==> src/hw/umx_map.svh <==
// register offsets, field positions, reset values and bus codes of the modem pin block
`ifndef UMX_MAP_SVH
`define UMX_MAP_SVH

// register indices; the byte address on the register bus is four times the index
`define UMX_IDX_MCR 2'h0
`define UMX_IDX_MSR 2'h1
`define UMX_IDX_ISR 2'h2
`define UMX_IDX_IMR 2'h3

// byte offsets on the register bus
`define UMX_OFF_MCR 8'h00
`define UMX_OFF_MSR 8'h04
`define UMX_OFF_ISR 8'h08
`define UMX_OFF_IMR 8'h0c

// modem status field positions
`define UMX_MSR_RING_BIT 6
`define UMX_MSR_FLAG_BIT 2

// interrupt status and mask field positions
`define UMX_INT_RING_BIT 0

// reset values
`define UMX_MCR_RST 8'h00
`define UMX_ISR_RST 8'h00
`define UMX_IMR_RST 8'h00

// register bus responses
`define UMX_RESP_OKAY 2'h0
`define UMX_RESP_SLVERR 2'h2

`endif

==> src/hw/umx_pkg.sv <==
// types shared by the modem pin block
package umx_pkg;

  // modem control register layout, msb first
  typedef struct packed {
    logic [1:0] spare;
    logic auto_rts;
    logic loop;
    logic out_b;
    logic out_a;
    logic rts;
    logic dtr;
  } umx_mcr_t;

  // parallel host bus pins, as seen at the package edge
  typedef struct packed {
    logic select_high_a;
    logic select_high_b;
    logic select_low_n;
    logic read_strobe_low_active_n;
    logic read_strobe_high_active;
    logic [2:0] addr;
  } umx_pbus_t;

endpackage

==> src/hw/umx_top.sv <==
// modem control pins, ring capture, host read strobes and register bus slave
`timescale 1ns/10ps
`include "umx_map.svh"

// What this block does
// - setting a user-output control bit drives its pin low.
// - user pins sit high when their bit is clear, at reset, in loop mode.
// - a selected device answers a read on either strobe polarity.
// - modem status bit 6 shows the present ring-indicate level.
// - ring low-to-high sets modem status bit 2 until the status is read.
// - an enabled ring low-to-high raises the interrupt output.
// - setting the request-to-send bit drives that pin active.
// - request-to-send sits high at reset, in loop mode, or bit clear.
// - auto mode lets the receive threshold force request-to-send inactive.
// - master reset clears the registers and forces pins to reset levels.
module umx_top import umx_pkg::*; (
  input wire logic aclk,
  input wire logic aresetn,
  input wire logic master_reset_input,
  input wire logic ring_indicate,
  input wire logic receiver_clock,
  input wire umx_pbus_t host_bus,
  input wire logic rx_threshold_hit,
  output logic [7:0] host_data_o,
  output logic host_data_oe,
  output logic user_output_a_n,
  output logic user_output_b_n,
  output logic request_to_send_n,
  output logic loop_mode,
  output logic rx_sample_tick,
  output logic irq,
  input wire logic [7:0] s_axi_awaddr,
  input wire logic [2:0] s_axi_awprot,
  input wire logic s_axi_awvalid,
  output logic s_axi_awready,
  input wire logic [31:0] s_axi_wdata,
  input wire logic [3:0] s_axi_wstrb,
  input wire logic s_axi_wvalid,
  output logic s_axi_wready,
  output logic [1:0] s_axi_bresp,
  output logic s_axi_bvalid,
  input wire logic s_axi_bready,
  input wire logic [7:0] s_axi_araddr,
  input wire logic [2:0] s_axi_arprot,
  input wire logic s_axi_arvalid,
  output logic s_axi_arready,
  output logic [31:0] s_axi_rdata,
  output logic [1:0] s_axi_rresp,
  output logic s_axi_rvalid,
  input wire logic s_axi_rready
);

  // pin synchronisers
  logic mr_s1, mr_s2;
  logic ring_s1, ring_s2, ring_d;
  logic rck_s1, rck_s2, rck_d;
  umx_pbus_t pb_s1, pb_s2;
  logic pin_rd_d;
  // declared early: the strobe delay flop reads it ahead of its decode
  logic pin_rd_act;

  // registers
  umx_mcr_t mcr_r;
  logic ring_flag_r;
  logic [7:0] isr_r;
  logic [7:0] imr_r;
  logic out_a_n_r, out_b_n_r, rts_n_r, tick_r;
  logic [7:0] host_data_r;

  // register bus state
  logic aw_hold_r, w_hold_r, bvalid_r, rvalid_r;
  logic [7:0] aw_addr_r;
  logic [7:0] w_data_r;
  logic w_strb_r;
  logic [1:0] bresp_r, rresp_r;
  logic [31:0] rdata_r;

  function automatic logic addr_hit(input logic [7:0] addr);
    addr_hit = (addr[7:4] == 4'h0) && (addr[1:0] == 2'h0);
  endfunction

  function automatic logic [7:0] read_word(input logic [1:0] idx, input umx_mcr_t modem_control_register,
                                           input logic ring, input logic flag,
                                           input logic [7:0] isr, input logic [7:0] imr);
    logic [7:0] msr;
    msr = 8'h00;
    msr[`UMX_MSR_RING_BIT] = ring;
    msr[`UMX_MSR_FLAG_BIT] = flag;
    case (idx)
      `UMX_IDX_MCR: read_word = modem_control_register;
      `UMX_IDX_MSR: read_word = msr;
      `UMX_IDX_ISR: read_word = isr;
      `UMX_IDX_IMR: read_word = imr;
      default: read_word = 8'h00;
    endcase
  endfunction

  // master reset pin is asynchronous to aclk, so it is synchronised first
  wire all_rst = !aresetn || mr_s2;

  always_ff @(posedge aclk) begin
    if (!aresetn) begin
      mr_s1 <= 1'b0;
      mr_s2 <= 1'b0;
    end else begin
      mr_s1 <= master_reset_input;
      mr_s2 <= mr_s1;
    end
  end

  always_ff @(posedge aclk) begin
    if (all_rst) begin
      ring_s1 <= 1'b0;
      ring_s2 <= 1'b0;
      ring_d <= 1'b0;
      rck_s1 <= 1'b0;
      rck_s2 <= 1'b0;
      rck_d <= 1'b0;
      pb_s1 <= '0;
      pb_s2 <= '0;
      pin_rd_d <= 1'b0;
    end else begin
      ring_s1 <= ring_indicate;
      ring_s2 <= ring_s1;
      ring_d <= ring_s2;
      rck_s1 <= receiver_clock;
      rck_s2 <= rck_s1;
      rck_d <= rck_s2;
      pb_s1 <= host_bus;
      pb_s2 <= pb_s1;
      pin_rd_d <= pin_rd_act;
    end
  end

  // edge detectors look only at the second stage
  wire ring_edge = ring_s2 && !ring_d;
  // rclk must stay well below aclk/4 or edges are missed
  wire rck_edge = rck_s2 && !rck_d;

  // parallel host read path
  wire pin_sel = pb_s2.select_high_a && pb_s2.select_high_b && !pb_s2.select_low_n;
  wire pin_strobe = !pb_s2.read_strobe_low_active_n || pb_s2.read_strobe_high_active;
  assign pin_rd_act = pin_sel && pin_strobe;
  wire pin_rd_rise = pin_rd_act && !pin_rd_d;
  wire pin_idx_ok = !pb_s2.addr[2];
  wire [1:0] pin_idx = pb_s2.addr[1:0];
  wire pin_msr_rd = pin_rd_rise && pin_idx_ok && (pin_idx == `UMX_IDX_MSR);

  // register bus decode
  wire aw_take = s_axi_awvalid && s_axi_awready;
  wire w_take = s_axi_wvalid && s_axi_wready;
  wire wr_go = aw_hold_r && w_hold_r && !bvalid_r;
  wire wr_hit = addr_hit(aw_addr_r);
  wire wr_mcr = wr_go && w_strb_r && (aw_addr_r == `UMX_OFF_MCR);
  wire wr_isr = wr_go && w_strb_r && (aw_addr_r == `UMX_OFF_ISR);
  wire wr_imr = wr_go && w_strb_r && (aw_addr_r == `UMX_OFF_IMR);
  wire ar_go = s_axi_arvalid && s_axi_arready;
  wire rd_hit = addr_hit(s_axi_araddr);
  wire axi_msr_rd = ar_go && (s_axi_araddr == `UMX_OFF_MSR);
  wire msr_read = axi_msr_rd || pin_msr_rd;
  wire [7:0] axi_word = read_word(s_axi_araddr[3:2], mcr_r, ring_s2, ring_flag_r, isr_r, imr_r);
  wire [7:0] pin_word = pin_idx_ok ?
                        read_word(pin_idx, mcr_r, ring_s2, ring_flag_r, isr_r, imr_r) : 8'h00;

  // status bits: the set term wins over any clear in the same cycle
  wire [7:0] isr_set = {7'h00, ring_edge};
  wire [7:0] isr_clr = wr_isr ? w_data_r : 8'h00;
  wire [7:0] isr_nxt = (isr_r & ~isr_clr) | isr_set;
  wire ring_flag_nxt = ring_edge || (ring_flag_r && !msr_read);

  always_ff @(posedge aclk) begin
    if (all_rst) begin
      mcr_r <= `UMX_MCR_RST;
      imr_r <= `UMX_IMR_RST;
    end else begin
      if (wr_mcr) mcr_r <= w_data_r;
      if (wr_imr) imr_r <= w_data_r;
    end
  end

  always_ff @(posedge aclk) begin
    if (all_rst) begin
      isr_r <= `UMX_ISR_RST;
      ring_flag_r <= 1'b0;
    end else begin
      isr_r <= isr_nxt;
      ring_flag_r <= ring_flag_nxt;
    end
  end

  // pins are registered so they never glitch on a decode change
  always_ff @(posedge aclk) begin
    if (all_rst) begin
      out_a_n_r <= 1'b1;
      out_b_n_r <= 1'b1;
      rts_n_r <= 1'b1;
      tick_r <= 1'b0;
      host_data_r <= 8'h00;
    end else begin
      out_a_n_r <= !(mcr_r.out_a && !mcr_r.loop);
      out_b_n_r <= !(mcr_r.out_b && !mcr_r.loop);
      rts_n_r <= !mcr_r.rts || mcr_r.loop || (mcr_r.auto_rts && rx_threshold_hit);
      tick_r <= rck_edge;
      if (pin_rd_rise) host_data_r <= pin_word;
    end
  end

  // write channel: address and data accepted in either order
  always_ff @(posedge aclk) begin
    if (!aresetn) begin
      aw_hold_r <= 1'b0;
      w_hold_r <= 1'b0;
      bvalid_r <= 1'b0;
      aw_addr_r <= 8'h00;
      w_data_r <= 8'h00;
      w_strb_r <= 1'b0;
      bresp_r <= `UMX_RESP_OKAY;
    end else begin
      if (aw_take) aw_addr_r <= s_axi_awaddr;
      if (w_take) w_data_r <= s_axi_wdata[7:0];
      if (w_take) w_strb_r <= s_axi_wstrb[0];
      aw_hold_r <= (aw_hold_r || aw_take) && !wr_go;
      w_hold_r <= (w_hold_r || w_take) && !wr_go;
      if (wr_go) bresp_r <= wr_hit ? `UMX_RESP_OKAY : `UMX_RESP_SLVERR;
      bvalid_r <= wr_go || (bvalid_r && !s_axi_bready);
    end
  end

  // read channel: one outstanding read, answered the cycle after acceptance
  always_ff @(posedge aclk) begin
    if (!aresetn) begin
      rvalid_r <= 1'b0;
      rdata_r <= 32'h0000_0000;
      rresp_r <= `UMX_RESP_OKAY;
    end else begin
      if (ar_go) rdata_r <= rd_hit ? {24'h000000, axi_word} : 32'h0000_0000;
      if (ar_go) rresp_r <= rd_hit ? `UMX_RESP_OKAY : `UMX_RESP_SLVERR;
      rvalid_r <= ar_go || (rvalid_r && !s_axi_rready);
    end
  end

  assign s_axi_awready = !aw_hold_r && !bvalid_r;
  assign s_axi_wready = !w_hold_r && !bvalid_r;
  assign s_axi_bvalid = bvalid_r;
  assign s_axi_bresp = bresp_r;
  assign s_axi_arready = !rvalid_r;
  assign s_axi_rvalid = rvalid_r;
  assign s_axi_rdata = rdata_r;
  assign s_axi_rresp = rresp_r;

  assign user_output_a_n = out_a_n_r;
  assign user_output_b_n = out_b_n_r;
  assign request_to_send_n = rts_n_r;
  assign loop_mode = mcr_r.loop;
  assign rx_sample_tick = tick_r;
  // bus driver enabled for the whole strobe, data latched at its start
  assign host_data_oe = pin_rd_act;
  assign host_data_o = host_data_r;
  assign irq = |(isr_r & imr_r);
endmodule

==> config.mk <==
export PLATFORM = sky130hd
export DESIGN_NAME = umx_top
export DESIGN_NICKNAME = d
export VERILOG_FILES = /design/src/hw/umx_pkg.sv /design/src/hw/umx_top.sv
export VERILOG_INCLUDE_DIRS = /design/src /design/src/hw
export SDC_FILE = /design/constraint.sdc
export NUM_CORES = 1
export LEC_CHECK = 0
export ABC_AREA = 1
export CAP_MARGIN = 40
export CORE_AREA = 4 4 117 119
export CTS_BUF_LIST = sky130_fd_sc_hd__clkbuf_4 sky130_fd_sc_hd__clkbuf_8
export CTS_CLUSTER_DIAMETER = 150
export DETAILED_ROUTE_END_ITERATION = 12
export DIE_AREA = 0 0 121 123
export DONT_BUFFER_PORTS = 1
export PLACE_DENSITY_LB_ADDON = 0.12
export SKIP_CTS_REPAIR_TIMING = 1
export SLEW_MARGIN = 20
export SYNTH_ARGS = -nofsm -noshare
export SYNTH_HDL_FRONTEND = slang
export SYNTH_SLANG_ARGS = --single-unit
==> constraint.sdc <==
create_clock -name aclk -period 3.4 [get_ports aclk]
set_input_delay 0.51 -clock aclk [delete_from_list [all_inputs] [get_ports aclk]]
set_output_delay 0.51 -clock aclk [all_outputs]
set_load 0.05 [all_outputs]
Yosys cells after proc, flatten, opt, wreduce, memory -nomap -nowiden
Cells that the tools add are included.
{"block": "totals", "ff_bits": 119, "elab_cells": 133, "output_inout_bits": 56}
{"block": "classes", "n_mux": 7, "eq_ne": 9, "reduce_logical": 67, "bitwise": 4}
{"cell": "$pmux 8 s4", "count": 2}
{"cell": "$logic_and 1x1->1", "count": 30}
{"cell": "$mux 8", "count": 3}
{"cell": "$logic_not 1->1", "count": 19}
{"cell": "$and 8x8->8", "count": 2}
{"cell": "$eq 8x4->1 const B", "count": 2}
{"cell": "$logic_or 1x1->1", "count": 10}
{"cell": "$eq 2x2->1 const B", "count": 4}
{"cell": "$eq 8x3->1 const B", "count": 1}
{"cell": "$logic_not 2->1", "count": 4}
{"cell": "$logic_not 4->1", "count": 2}
{"cell": "$logic_not 8->1", "count": 1}
{"cell": "$not 8->8", "count": 1}
{"cell": "$or 8x1->8", "count": 1}
{"cell": "$reduce_or 8->1", "count": 1}
{"cell": "$eq 2x1->1 const B", "count": 2}
{"cell": "$mux 2", "count": 2}

Longest topological paths before layout
Gate-level depths: netlist (run 1).
{"block": "depth", "depth_word": 10, "ltp_mapped": 9, "ltp_nobuf": 8}

Worst setup path after synthesis (run 1)
No wires, ideal clock.
{"block": "synth_timing", "path_type": "register to register", "startpoint": "register bvalid_r (netlist: s_axi_bvalid)", "endpoint": "register aw_addr_r[6]", "t_arrival_ps": 1874, "setup_slack_ps": 1410, "path_stages_with_launch": 6, "t_required_ps": 3284, "n_path_buf": 1, "cell_sequence": "dfxtp_1 -> nor2_1 -> nand2_1 -> buf_2 -> o21ai_0 -> nor2_1"}
{"block": "synth_via", "elab_chain_len": 3}
{"element": "start: declaration", "line_no": "umx_top.sv:71", "rtl": "logic aw_hold_r, w_hold_r, bvalid_r, rvalid_r;"}
{"element": "start signal: assignment", "line_no": "umx_top.sv:225", "rtl": "bvalid_r <= wr_go || (bvalid_r && !s_axi_bready);"}
{"element": "$logic_not 1->1", "line_no": "umx_top.sv:242", "rtl": "assign s_axi_awready = !aw_hold_r && !bvalid_r;"}
{"element": "$logic_and 1x1->1", "line_no": "umx_top.sv:242"}
{"element": "via s_axi_awready", "line_no": "umx_top.sv:35", "rtl": "output logic s_axi_awready,"}
{"element": "$logic_and 1x1->1", "line_no": "umx_top.sv:150", "rtl": "wire aw_take = s_axi_awvalid && s_axi_awready;"}
{"element": "end signal: assignment", "line_no": "umx_top.sv:219", "rtl": "if (aw_take) aw_addr_r <= s_axi_awaddr;"}
{"element": "end: declaration", "line_no": "umx_top.sv:72", "rtl": "logic [7:0] aw_addr_r;"}
The timed path passes the listed nets, and every way through them passes these cells.
A chain may end at the register's enable or synchronous reset.

Worst setup path in the final report (run 1)
{"block": "layout_timing", "startpoint": "register imr_r[5]", "endpoint": "output port irq"}
{"block": "layout_via", "elab_chain_len": 2}
{"element": "start: declaration", "line_no": "umx_top.sv:66", "rtl": "logic [7:0] imr_r;"}
{"element": "start signal: assignment", "line_no": "umx_top.sv:174", "rtl": "imr_r <= `UMX_IMR_RST;"}
{"element": "start signal: assignment", "line_no": "umx_top.sv:177", "rtl": "if (wr_imr) imr_r <= w_data_r;"}
{"element": "$and 8x8->8", "line_no": "umx_top.sv:259", "rtl": "assign irq = |(isr_r & imr_r);"}
{"element": "$reduce_or 8->1", "line_no": "umx_top.sv:259"}
{"element": "end: declaration", "line_no": "umx_top.sv:31", "rtl": "output logic irq,"}
No other way between the ends.

==> results of run 1 <==
[final cells by class]
| class | count | area, µm² |
|---|---|---|
| Fill cell | 1414 | 8438 |
| Sequential cell | 93 | 1862 |
| Multi-Input combinational cell | 343 | 1568 |
| Inverter | 65 | 244.0 |
| Tap cell | 172 | 215.2 |
| Clock buffer | 12 | 146.4 |
| Clock inverter | 4 | 48.80 |
| Timing Repair Buffer | 5 | 46.29 |
[cells in the mapped netlist (2+ instances only)]
library cell	n	area, µm²
clkbuf_1	6	22.52
o21ai_1	18	90.09
nor2_4	2	22.52
nand2_1	85	319.1
nor2_1	69	259.0
nand3_1	49	245.2
o21ai_0	17	85.08
a221oi_1	2	17.52
dfxtp_1	93	1862
inv_1	49	183.9
nand2_2	3	18.77
buf_4	26	195.2
nor2_2	5	31.28
nand4_1	3	18.77
a21oi_1	45	225.2
nor3_1	7	35.03
o211ai_1	6	45.04
buf_6	2	22.52
buf_2	6	30.03
inv_2	15	56.30
[metal layers]
metal / vias to the layer above / wire length [µm] / track usage [%]
met2: 94 / 4245 / 19.87
met4: 0 / 164 / 5.028
li1: 1605 / - / -
met5: - / 0 / 0
met3: 15 / 742 / 4.758
met1: 1380 / 4335 / 17.74
[kinds of logic after synthesis]
kind of cell	Yosys count
other	1
AOI/OAI and AO/OA	90
and+or+nand+nor	227
DFF	93
buffers and inverters	105
[where the power goes]
| part | switching [W] | internal, W | total (W) | leakage (nW) |
|---|---|---|---|---|
| combinational | 0.000184 | 0.0000527 | 0.000237 | 0.810 |
| clock | 0.000386 | 0.000364 | 0.000750 | 0.105 |
| sequential | 0.0000470 | 0.00113 | 0.00118 | 0.759 |
| total | 0.000617 | 0.00155 | 0.00216 | 1.67 |
[metrics by stage]
stage          hold slack (ns)  power, W  setup slack [ns]  cell area, µm²  instances
2_1_floorplan           0.3732  0.001421             1.410            3944        541
3_3_place_gp            0.3787  0.001430             1.092            3896        674
3_5_place_dp            0.3848  0.001438             1.604            3915        677
4_1_cts                 0.2137  0.002194             1.332            4110        693
5_1_grt                 0.2023  0.002280             1.164            4130        694
6_report                0.2301  0.002163             1.356            4130        694
[registers in the layout, summed over array words and instances (netlist names), 7 cells and up]
name,count
aw_addr_r,8
mcr_r,7
isr_r,8
imr_r,8
pb_s2,8
w_data_r,8
s_axi_rdata,8
host_data_o,8
pb_s1,8
[worst paths after layout]
path | cells after the start | endpoint | start | slack [ns]
setup / recovery | 4 | irq | imr_r[5] | 1.36
setup reg to reg | 6 | host_data_o[4] | pb_s2[5] | 1.66
hold / removal | 1 | s_axi_bvalid | s_axi_bready | 0.23
hold reg to reg | 2 | pb_s2[0] | pb_s1[0] | 0.40
[placed cells by master (no fill, tap or decap)]
cell / count
nor2_4: 2
o21ai_0: 17
nand2_1: 85
nor2_8: 1
or2_2: 1
clkinv_2: 2
nor2_1: 69
clkbuf_4: 3
nand3_1: 49
nand3_2: 1
o211ai_1: 6
buf_1: 1
clkinv_1: 1
o31ai_1: 1
clkinv_4: 1
dfxtp_1: 93
conb_1: 26
o21ai_1: 18
inv_2: 15
buf_12: 1
nor2_2: 5
clkbuf_8: 9
bufinv_16: 1
inv_1: 49
a21oi_1: 45
and3_1: 1
o21a_1: 1
nand4_1: 3
buf_4: 3
nand2_2: 3
a221oi_1: 2
nor3_1: 7
==> results.yml, run 1 <==
critical_path:
  cp.required_ns: 2.89
  crit_arrival_ns: 1.53
  slowest_delay_ns: 0.38
  crit_type: "register to output pin"
  critPathMaxFanout: 3
  cp_slowest_cell: "nand2_1"
  start_kind: "register"
  worstPathCellList: "inv_1 -> o21ai_0 -> a221oi_1 -> nand2_1"
  path_delay_family: "simple AND/OR/NAND/NOR gates"
  worstSetupEndpointType: "output pin"
  worst-path-buf-inv: 1
timing:
  max_freq_ghz: 0.4892
  slew_viol_final: 0
  final.setup.tns_ns: 0
  skew_ns: 0.01386
  hold_viol_final: 0
  tightestPinTransition_ns: 0.6983
  finalCritPeriodShare_pct: 60.12
  fin_crit_ns: 2.044
  max-slew-margin-rel_pct: 53.40
  setup_violations: 0
  rsz0062_at_grt: "false"
detailed_routing:
  firstDrtPassIters: 4
  dr_total_vias: 3094
  routed_via_density: 4.458
  ant_nets: 0
  wl_per_cell_um: 13.67
  drc_errors: 0
  wl_um: 9487
  drt-initial-drc-count: 113
logic_synthesis:
  synth_top_family_by_area: "simple AND/OR/NAND/NOR gates"
  synthMuxAreaShare_pct: 0
  ys.flop_type: "dfxtp_1"
  syn_inst: 516
  synth_edf_count: 0
  synth_xor_area_share_pct: 0
  ys_async_sr_fraction_pct: 0
  synth_seq_cells: 93
  yosysWarnings: 0
  syn_area_um2: 3850
  synth_compound_area_share_pct: 12.41
  synthSimpleGateAreaFrac_pct: 25.77
  synth_fa_ha_area_share_pct: 0
  ys_types: 28
  synth_area_per_cell_um2: 7.461
  synth_seq_area_share_pct: 48.36
pwr:
  powerDensity_nw_per_um2: 523.7
  p_leak_nw: 1.674
  ir_worst_vdd_mv: 0.2462
floorplan:
  rows: 41
  die_height_um: 123
  dieArea_um2: 14880
  io_pins: 133
  die_w_um: 121
  initial_core_util_pct: 30.63
  core_um2: 12570
cts:
  cts_buffer_depth: 2
  htreeDepth: 3
  clkTransAtPathRegs_ns: 0.09
  cts_tree: "yes"
  cts_made_buffers: 9
  cts-root-buf: "clkbuf_8"
  clk-insertion-delay-late_ns: 0.38
  clock-sinks: 93
placed_design:
  hpwlAfterDp_um: 7031
  routabilityCongestion: 0.9155
  port_buffers: 0
final_layout:
  post-route-util_pct: 32.86
  area_growth_pct: 7.280
  finalNetCount: 594
  antenna_cells_inserted: 0
  drive_gt1_share_pct: 9.195
grt:
  grt_pass1_wl_um: 15130
  grt_max_degree: 51
  antenna_found_initial: 0
  overflow: 0
  grt_pass1_vias: 2898
  grt_use_total_pct: 13.33
hold_path:
  hold_path_class: "input pin to register"
outcome:
  status: "completed"
job:
  maxCapViolations: 0
(Power assumes the default switching activity.)
==> run 2, diff against run 1 <==
==> constraint.sdc (replaced) <==
create_clock -name aclk -period 1.7 [get_ports aclk]
set_input_delay 0.255 -clock aclk [delete_from_list [all_inputs] [get_ports aclk]]
set_output_delay 0.255 -clock aclk [all_outputs]
set_load 0.05 [all_outputs]
==> results.yml, run 2 (synthesis gave the netlist of run 1 again) <==
outcome:
  status: "completed"
critical_path:
  crit_arrival_ns: 1.34
  worstSetupEndpointType: "output pin"
  cp.required_ns: 1.44
  reg2reg_depth: 7
  start_kind: "register"
  crit_type: "register to output pin"
  critPathMaxFanout: 4
placed_design:
  routabilityCongestion: 0.9059
  postPlaceCellArea_um2: 4084
  pre_cts_ws_ns: 0.2698
  port_buffers: 0
  hpwlAfterDp_um: 7206
final_layout:
  drive_gt1_share_pct: 14.21
  area_growth_pct: 15.86
  final_cell_mix: "90 x dfxtp_1, 85 x nand2_1, 67 x nor2_1, 49 x nand3_1, 47 x inv_1"
  finalNetCount: 628
  finalInstanceArea_um2: 4461
  antenna_cells_inserted: 0
  final_common_cell: "dfxtp_1"
  fillers: 1394
timing:
  setup_violations: 0
  tightestPinTransition_ns: 0.5268
  finalCritPeriodShare_pct: 93.58
  skew_ns: 0.01434
  setup_slack_ns: 0.1092
  hold_viol_final: 0
  max-slew-margin-rel_pct: 64.83
  rsz0062_at_grt: "false"
  max_freq_ghz: 0.6286
  fin_crit_ns: 1.591
  slew_viol_final: 0
floorplan:
  dieArea_um2: 14880
  die_w_um: 121
  die_height_um: 123
  core_um2: 12570
  initial_core_util_pct: 30.63
  rows: 41
  io_pins: 133
cts:
  htreeDepth: 3
  cts_made_buffers: 9
  clkTransAtPathRegs_ns: 0.08
  cts_buffer_depth: 2
  clk-insertion-delay-late_ns: 0.36
  cts-root-buf: "clkbuf_8"
  clock-sinks: 93
  cts_tree: "yes"
grt:
  grt_use_total_pct: 13.34
  grt_pass1_vias: 3016
  antenna_found_initial: 0
  grt_max_degree: 51
  met2_usage_pct: 20.35
  use_met3_pct: 3.843
  overflow: 0
  grtUsageMet1_pct: 17.41
  grt_pass1_wl_um: 15380
  top_usage_layer: "met2"
detailed_routing:
  firstDrtPassIters: 5
  routed_via_density: 4.456
  drc_errors: 0
  dr_total_vias: 3244
  drt-initial-drc-count: 138
  ant_nets: 0
  wl_um: 9701
  wl_per_cell_um: 13.33
pwr:
  powerDensity_nw_per_um2: 965.4
  p_leak_nw: 1.849
  ir_worst_vdd_mv: 0.3913
job:
  maxCapViolations: 0
hold_path:
  hold_path_class: "input pin to register"
  min_path_cells: 2
run 2: metrics by stage:
| step | instances | TNS (ns) | utilization, % | total power (W) | hold slack (ns) |
|---|---|---|---|---|---|
| finish | 728 | 0 | 35.49 | 0.004306 | 0.02851 |
| global route | 728 | 0 | 35.49 | 0.004553 | 0.003615 |
| CTS | 712 | -0.06484 | 34.10 | 0.004376 | -0.05134 |
| detailed placement | 696 | 0 | 32.49 | 0.002894 | 0.3639 |
| global placement | 696 | 0 | 32.49 | 0.002888 | 0.3575 |
| floorplan | 541 | 0 | - | 0.002846 | 0.3526 |
run 2: final cells by class:
cell class	instances	area (µm²)	share of cell area [%]
clock inverters	2	15.01	0.3366
repair buffers	39	341.6	7.658
clock buffers	14	186.4	4.180
multi-input cells	343	1590	35.65
well taps	172	215.2	4.825
inverters	65	244.0	5.470
flip-flops and latches	93	1868	41.88
run 2: metal layers:
layer,up-vias,share of wire [%]
met5,-,0
met4,0,1.5
met3,11,5.5
met2,83,46
met1,1477,47
li1,1673,-
run 2: report_power, final:
| part | switching, W | leakage, nW | internal (W) |
|---|---|---|---|
| clock network | 0.000737 | 0.0984 | 0.000709 |
| registers | 0.0000840 | 0.761 | 0.00226 |
| logic | 0.000385 | 0.989 | 0.000133 |
run 2: critical path, cell delays in order, from the launching register on:
cell      delay, ns
dfxtp_1        0.38
nand2_1        0.09
nand2_1        0.06
a221oi_2       0.17
nand2_1        0.11
buf_6          0.17
run 2: path summary, 6_finish.rpt:
| kind | from | slack, ns | endpoint |
|---|---|---|---|
| max | imr_r[4] | 0.11 | irq |
| min | rx_threshold_hit | 0.03 | request_to_send_n |
| max reg2reg | aw_hold_r | 0.26 | mcr_r[1] |
| min reg2reg | rck_d | 0.40 | rx_sample_tick |
==> run 3, diff against run 2 <==
--- a/config.mk
+++ b/config.mk
@@ -8,11 +8,11 @@
 export LEC_CHECK = 0
 export ABC_AREA = 1
 export CAP_MARGIN = 40
-export CORE_AREA = 4 4 117 119
+export CORE_AREA = 4 4 104 106
 export CTS_BUF_LIST = sky130_fd_sc_hd__clkbuf_4 sky130_fd_sc_hd__clkbuf_8
 export CTS_CLUSTER_DIAMETER = 150
 export DETAILED_ROUTE_END_ITERATION = 12
-export DIE_AREA = 0 0 121 123
+export DIE_AREA = 0 0 108 110
 export DONT_BUFFER_PORTS = 1
 export PLACE_DENSITY_LB_ADDON = 0.12
 export SKIP_CTS_REPAIR_TIMING = 1
==> results.yml, run 3 (synthesis gave the netlist of run 1 again) <==
placed_design:
  routabilityCongestion: 0.8314
  port_buffers: 0
  placedCellCount: 650
  hpwlAfterDp_um: 6615
  pre_cts_ws_ns: 0.2647
floorplan:
  rows: 36
  initial_core_util_pct: 39.39
  die_w_um: 108
  dieArea_um2: 11880
  io_pins: 133
  core_um2: 9774
  die_height_um: 110
pwr:
  p_int_w: 0.003124
  swShare_pct: 28.36
  p_leak_nw: 1.831
  power_switching_w: 0.001237
  combPwrFrac_pct: 11.7
  ir_worst_vdd_mv: 0.4577
  seq_power_share_pct: 53.7
  powerDensity_nw_per_um2: 994.9
  power.share.clock_pct: 34.6
final_layout:
  finalNetCount: 624
  final_cell_count_no_fill: 685
  final_common_cell: "dfxtp_1"
  area_growth_pct: 13.84
  drive_gt1_share_pct: 14.13
  final_cell_mix: "87 x dfxtp_1, 85 x nand2_1, 67 x nor2_1, 49 x nand3_1, 47 x inv_1"
  antenna_cells_inserted: 0
grt:
  grt_max_degree: 51
  grt_pass1_vias: 2850
  overflow: 0
  grt_pass1_wl_um: 14180
  antenna_found_initial: 0
  grt_use_total_pct: 15.56
detailed_routing:
  ant_nets: 0
  firstDrtPassIters: 4
  wl_per_cell_um: 13.23
  routed_via_density: 4.648
  drc_errors: 0
  wl_um: 9065
  drt-initial-drc-count: 210
  dr_total_vias: 3184
critical_path:
  rr_endpoint: "mcr_r[7]"
  cp_common_cell: "nand2_1"
  cp.required_ns: 1.44
  crit_arrival_ns: 1.37
  setup.worst_path.start: "imr_r[3]"
  reg2reg_depth: 7
  path_delay_family: "flip-flops"
  start_kind: "register"
  worstPathCellList: "nand2_1 -> o21ai_0 -> a221oi_1 -> nand2_1 -> buf_6"
  worst-path-buf-inv: 1
  slowest_delay_ns: 0.36
  rrSetupSlack_ns: 0.26
  timing.rr.start: "aw_hold_r"
  worstSetupEndpointType: "output pin"
  critPathMaxFanout: 3
  crit_end: "irq"
  path_depth: 5
  crit_type: "register to output pin"
  cp_slowest_cell: "dfxtp_4"
cts:
  cts-root-buf: "clkbuf_8"
  cts_made_buffers: 9
  cts_buffer_depth: 2
  htreeDepth: 3
  clock-sinks: 93
  clkTransAtPathRegs_ns: 0.09
  cts_tree: "yes"
  clk-insertion-delay-late_ns: 0.37
timing:
  hold_slack_ns: 0.0005753
  tightestPinTransition_ns: 0.5310
  finalCritPeriodShare_pct: 95.39
  rsz0062_at_grt: "false"
  slew_viol_final: 0
  hold_viol_final: 0
  setup_slack_ns: 0.07842
  skew_ns: 0.009093
  setup_violations: 0
  max_freq_ghz: 0.6167
  max-slew-margin-rel_pct: 64.55
  fin_crit_ns: 1.622
job:
  maxCapViolations: 0
hold_path:
  hold_path_class: "input pin to register"
outcome:
  status: "completed"
-- run 3: cell types whose count changed in the layout (fill, tap and decap cells not counted), sizes merged --
cell and delta:
buf -3, bufinv +1, clkbuf -3, clkinv +3
clkinvlp -1, dlygate4sd3 -1
-- run 3: per-stage QoR --
step | instance area [µm²] | setup TNS, ns | util, % | total power [W]
detailed placement | 3983 | 0 | 40.75 | 0.002885
global route | 4383 | 0 | 44.84 | 0.004568
global placement | 3983 | 0 | 40.75 | 0.002880
finish | 4383 | 0 | 44.84 | 0.004361
CTS | 4188 | -0.04306 | 42.84 | 0.004395
floorplan | 3954 | 0 | - | 0.002846
-- run 3: power by group through the flow --
| stage | clock, W | sequential, W | combinational (W) |
|---|---|---|---|
| after detailed placement | 0 | 0.00239 | 0.000490 |
| after global placement | 0 | 0.00239 | 0.000486 |
| after CTS | 0.00156 | 0.00234 | 0.000491 |
| after global routing | 0.00165 | 0.00235 | 0.000570 |
| final | 0.00151 | 0.00234 | 0.000510 |
| after floorplan | 0 | 0.00238 | 0.000465 |
-- run 3: worst min path at each step --
| stage | depth (start not counted) | slack (ns) | startpoint | to |
|---|---|---|---|---|
| after floorplan | 2 | 0.35 | master_reset_input | mr_s1 |
| after global placement | 2 | 0.36 | aresetn | mr_s1 |
| after detailed placement | 1 | 0.37 | s_axi_bready | s_axi_bvalid |
| after CTS | 1 | -0.03 | s_axi_bready | s_axi_bvalid |
| after global routing | 2 | 0.0007 | master_reset_input | mr_s1 |
| final | 2 | 0.0006 | master_reset_input | mr_s1 |
-- run 3: final cells by class --
| type | count | area, µm² |
|---|---|---|
| Inverter | 65 | 244.0 |
| Sequential cell | 93 | 1874 |
| Multi-Input combinational cell | 343 | 1584 |
| Clock inverter | 5 | 60.06 |
| Tap cell | 133 | 166.4 |
| Fill cell | 1039 | 5391 |
| Timing Repair Buffer | 35 | 309.0 |
| Clock buffer | 11 | 145.1 |
-- run 3: metal layers --
layer  wire length, µm  vias up  GRT usage [%]
met5                 0        -              0
met4                99        0          4.959
met3               582        7          4.135
met2              4034       85          23.98
met1              4348     1429          21.31
li1                  -     1663              -
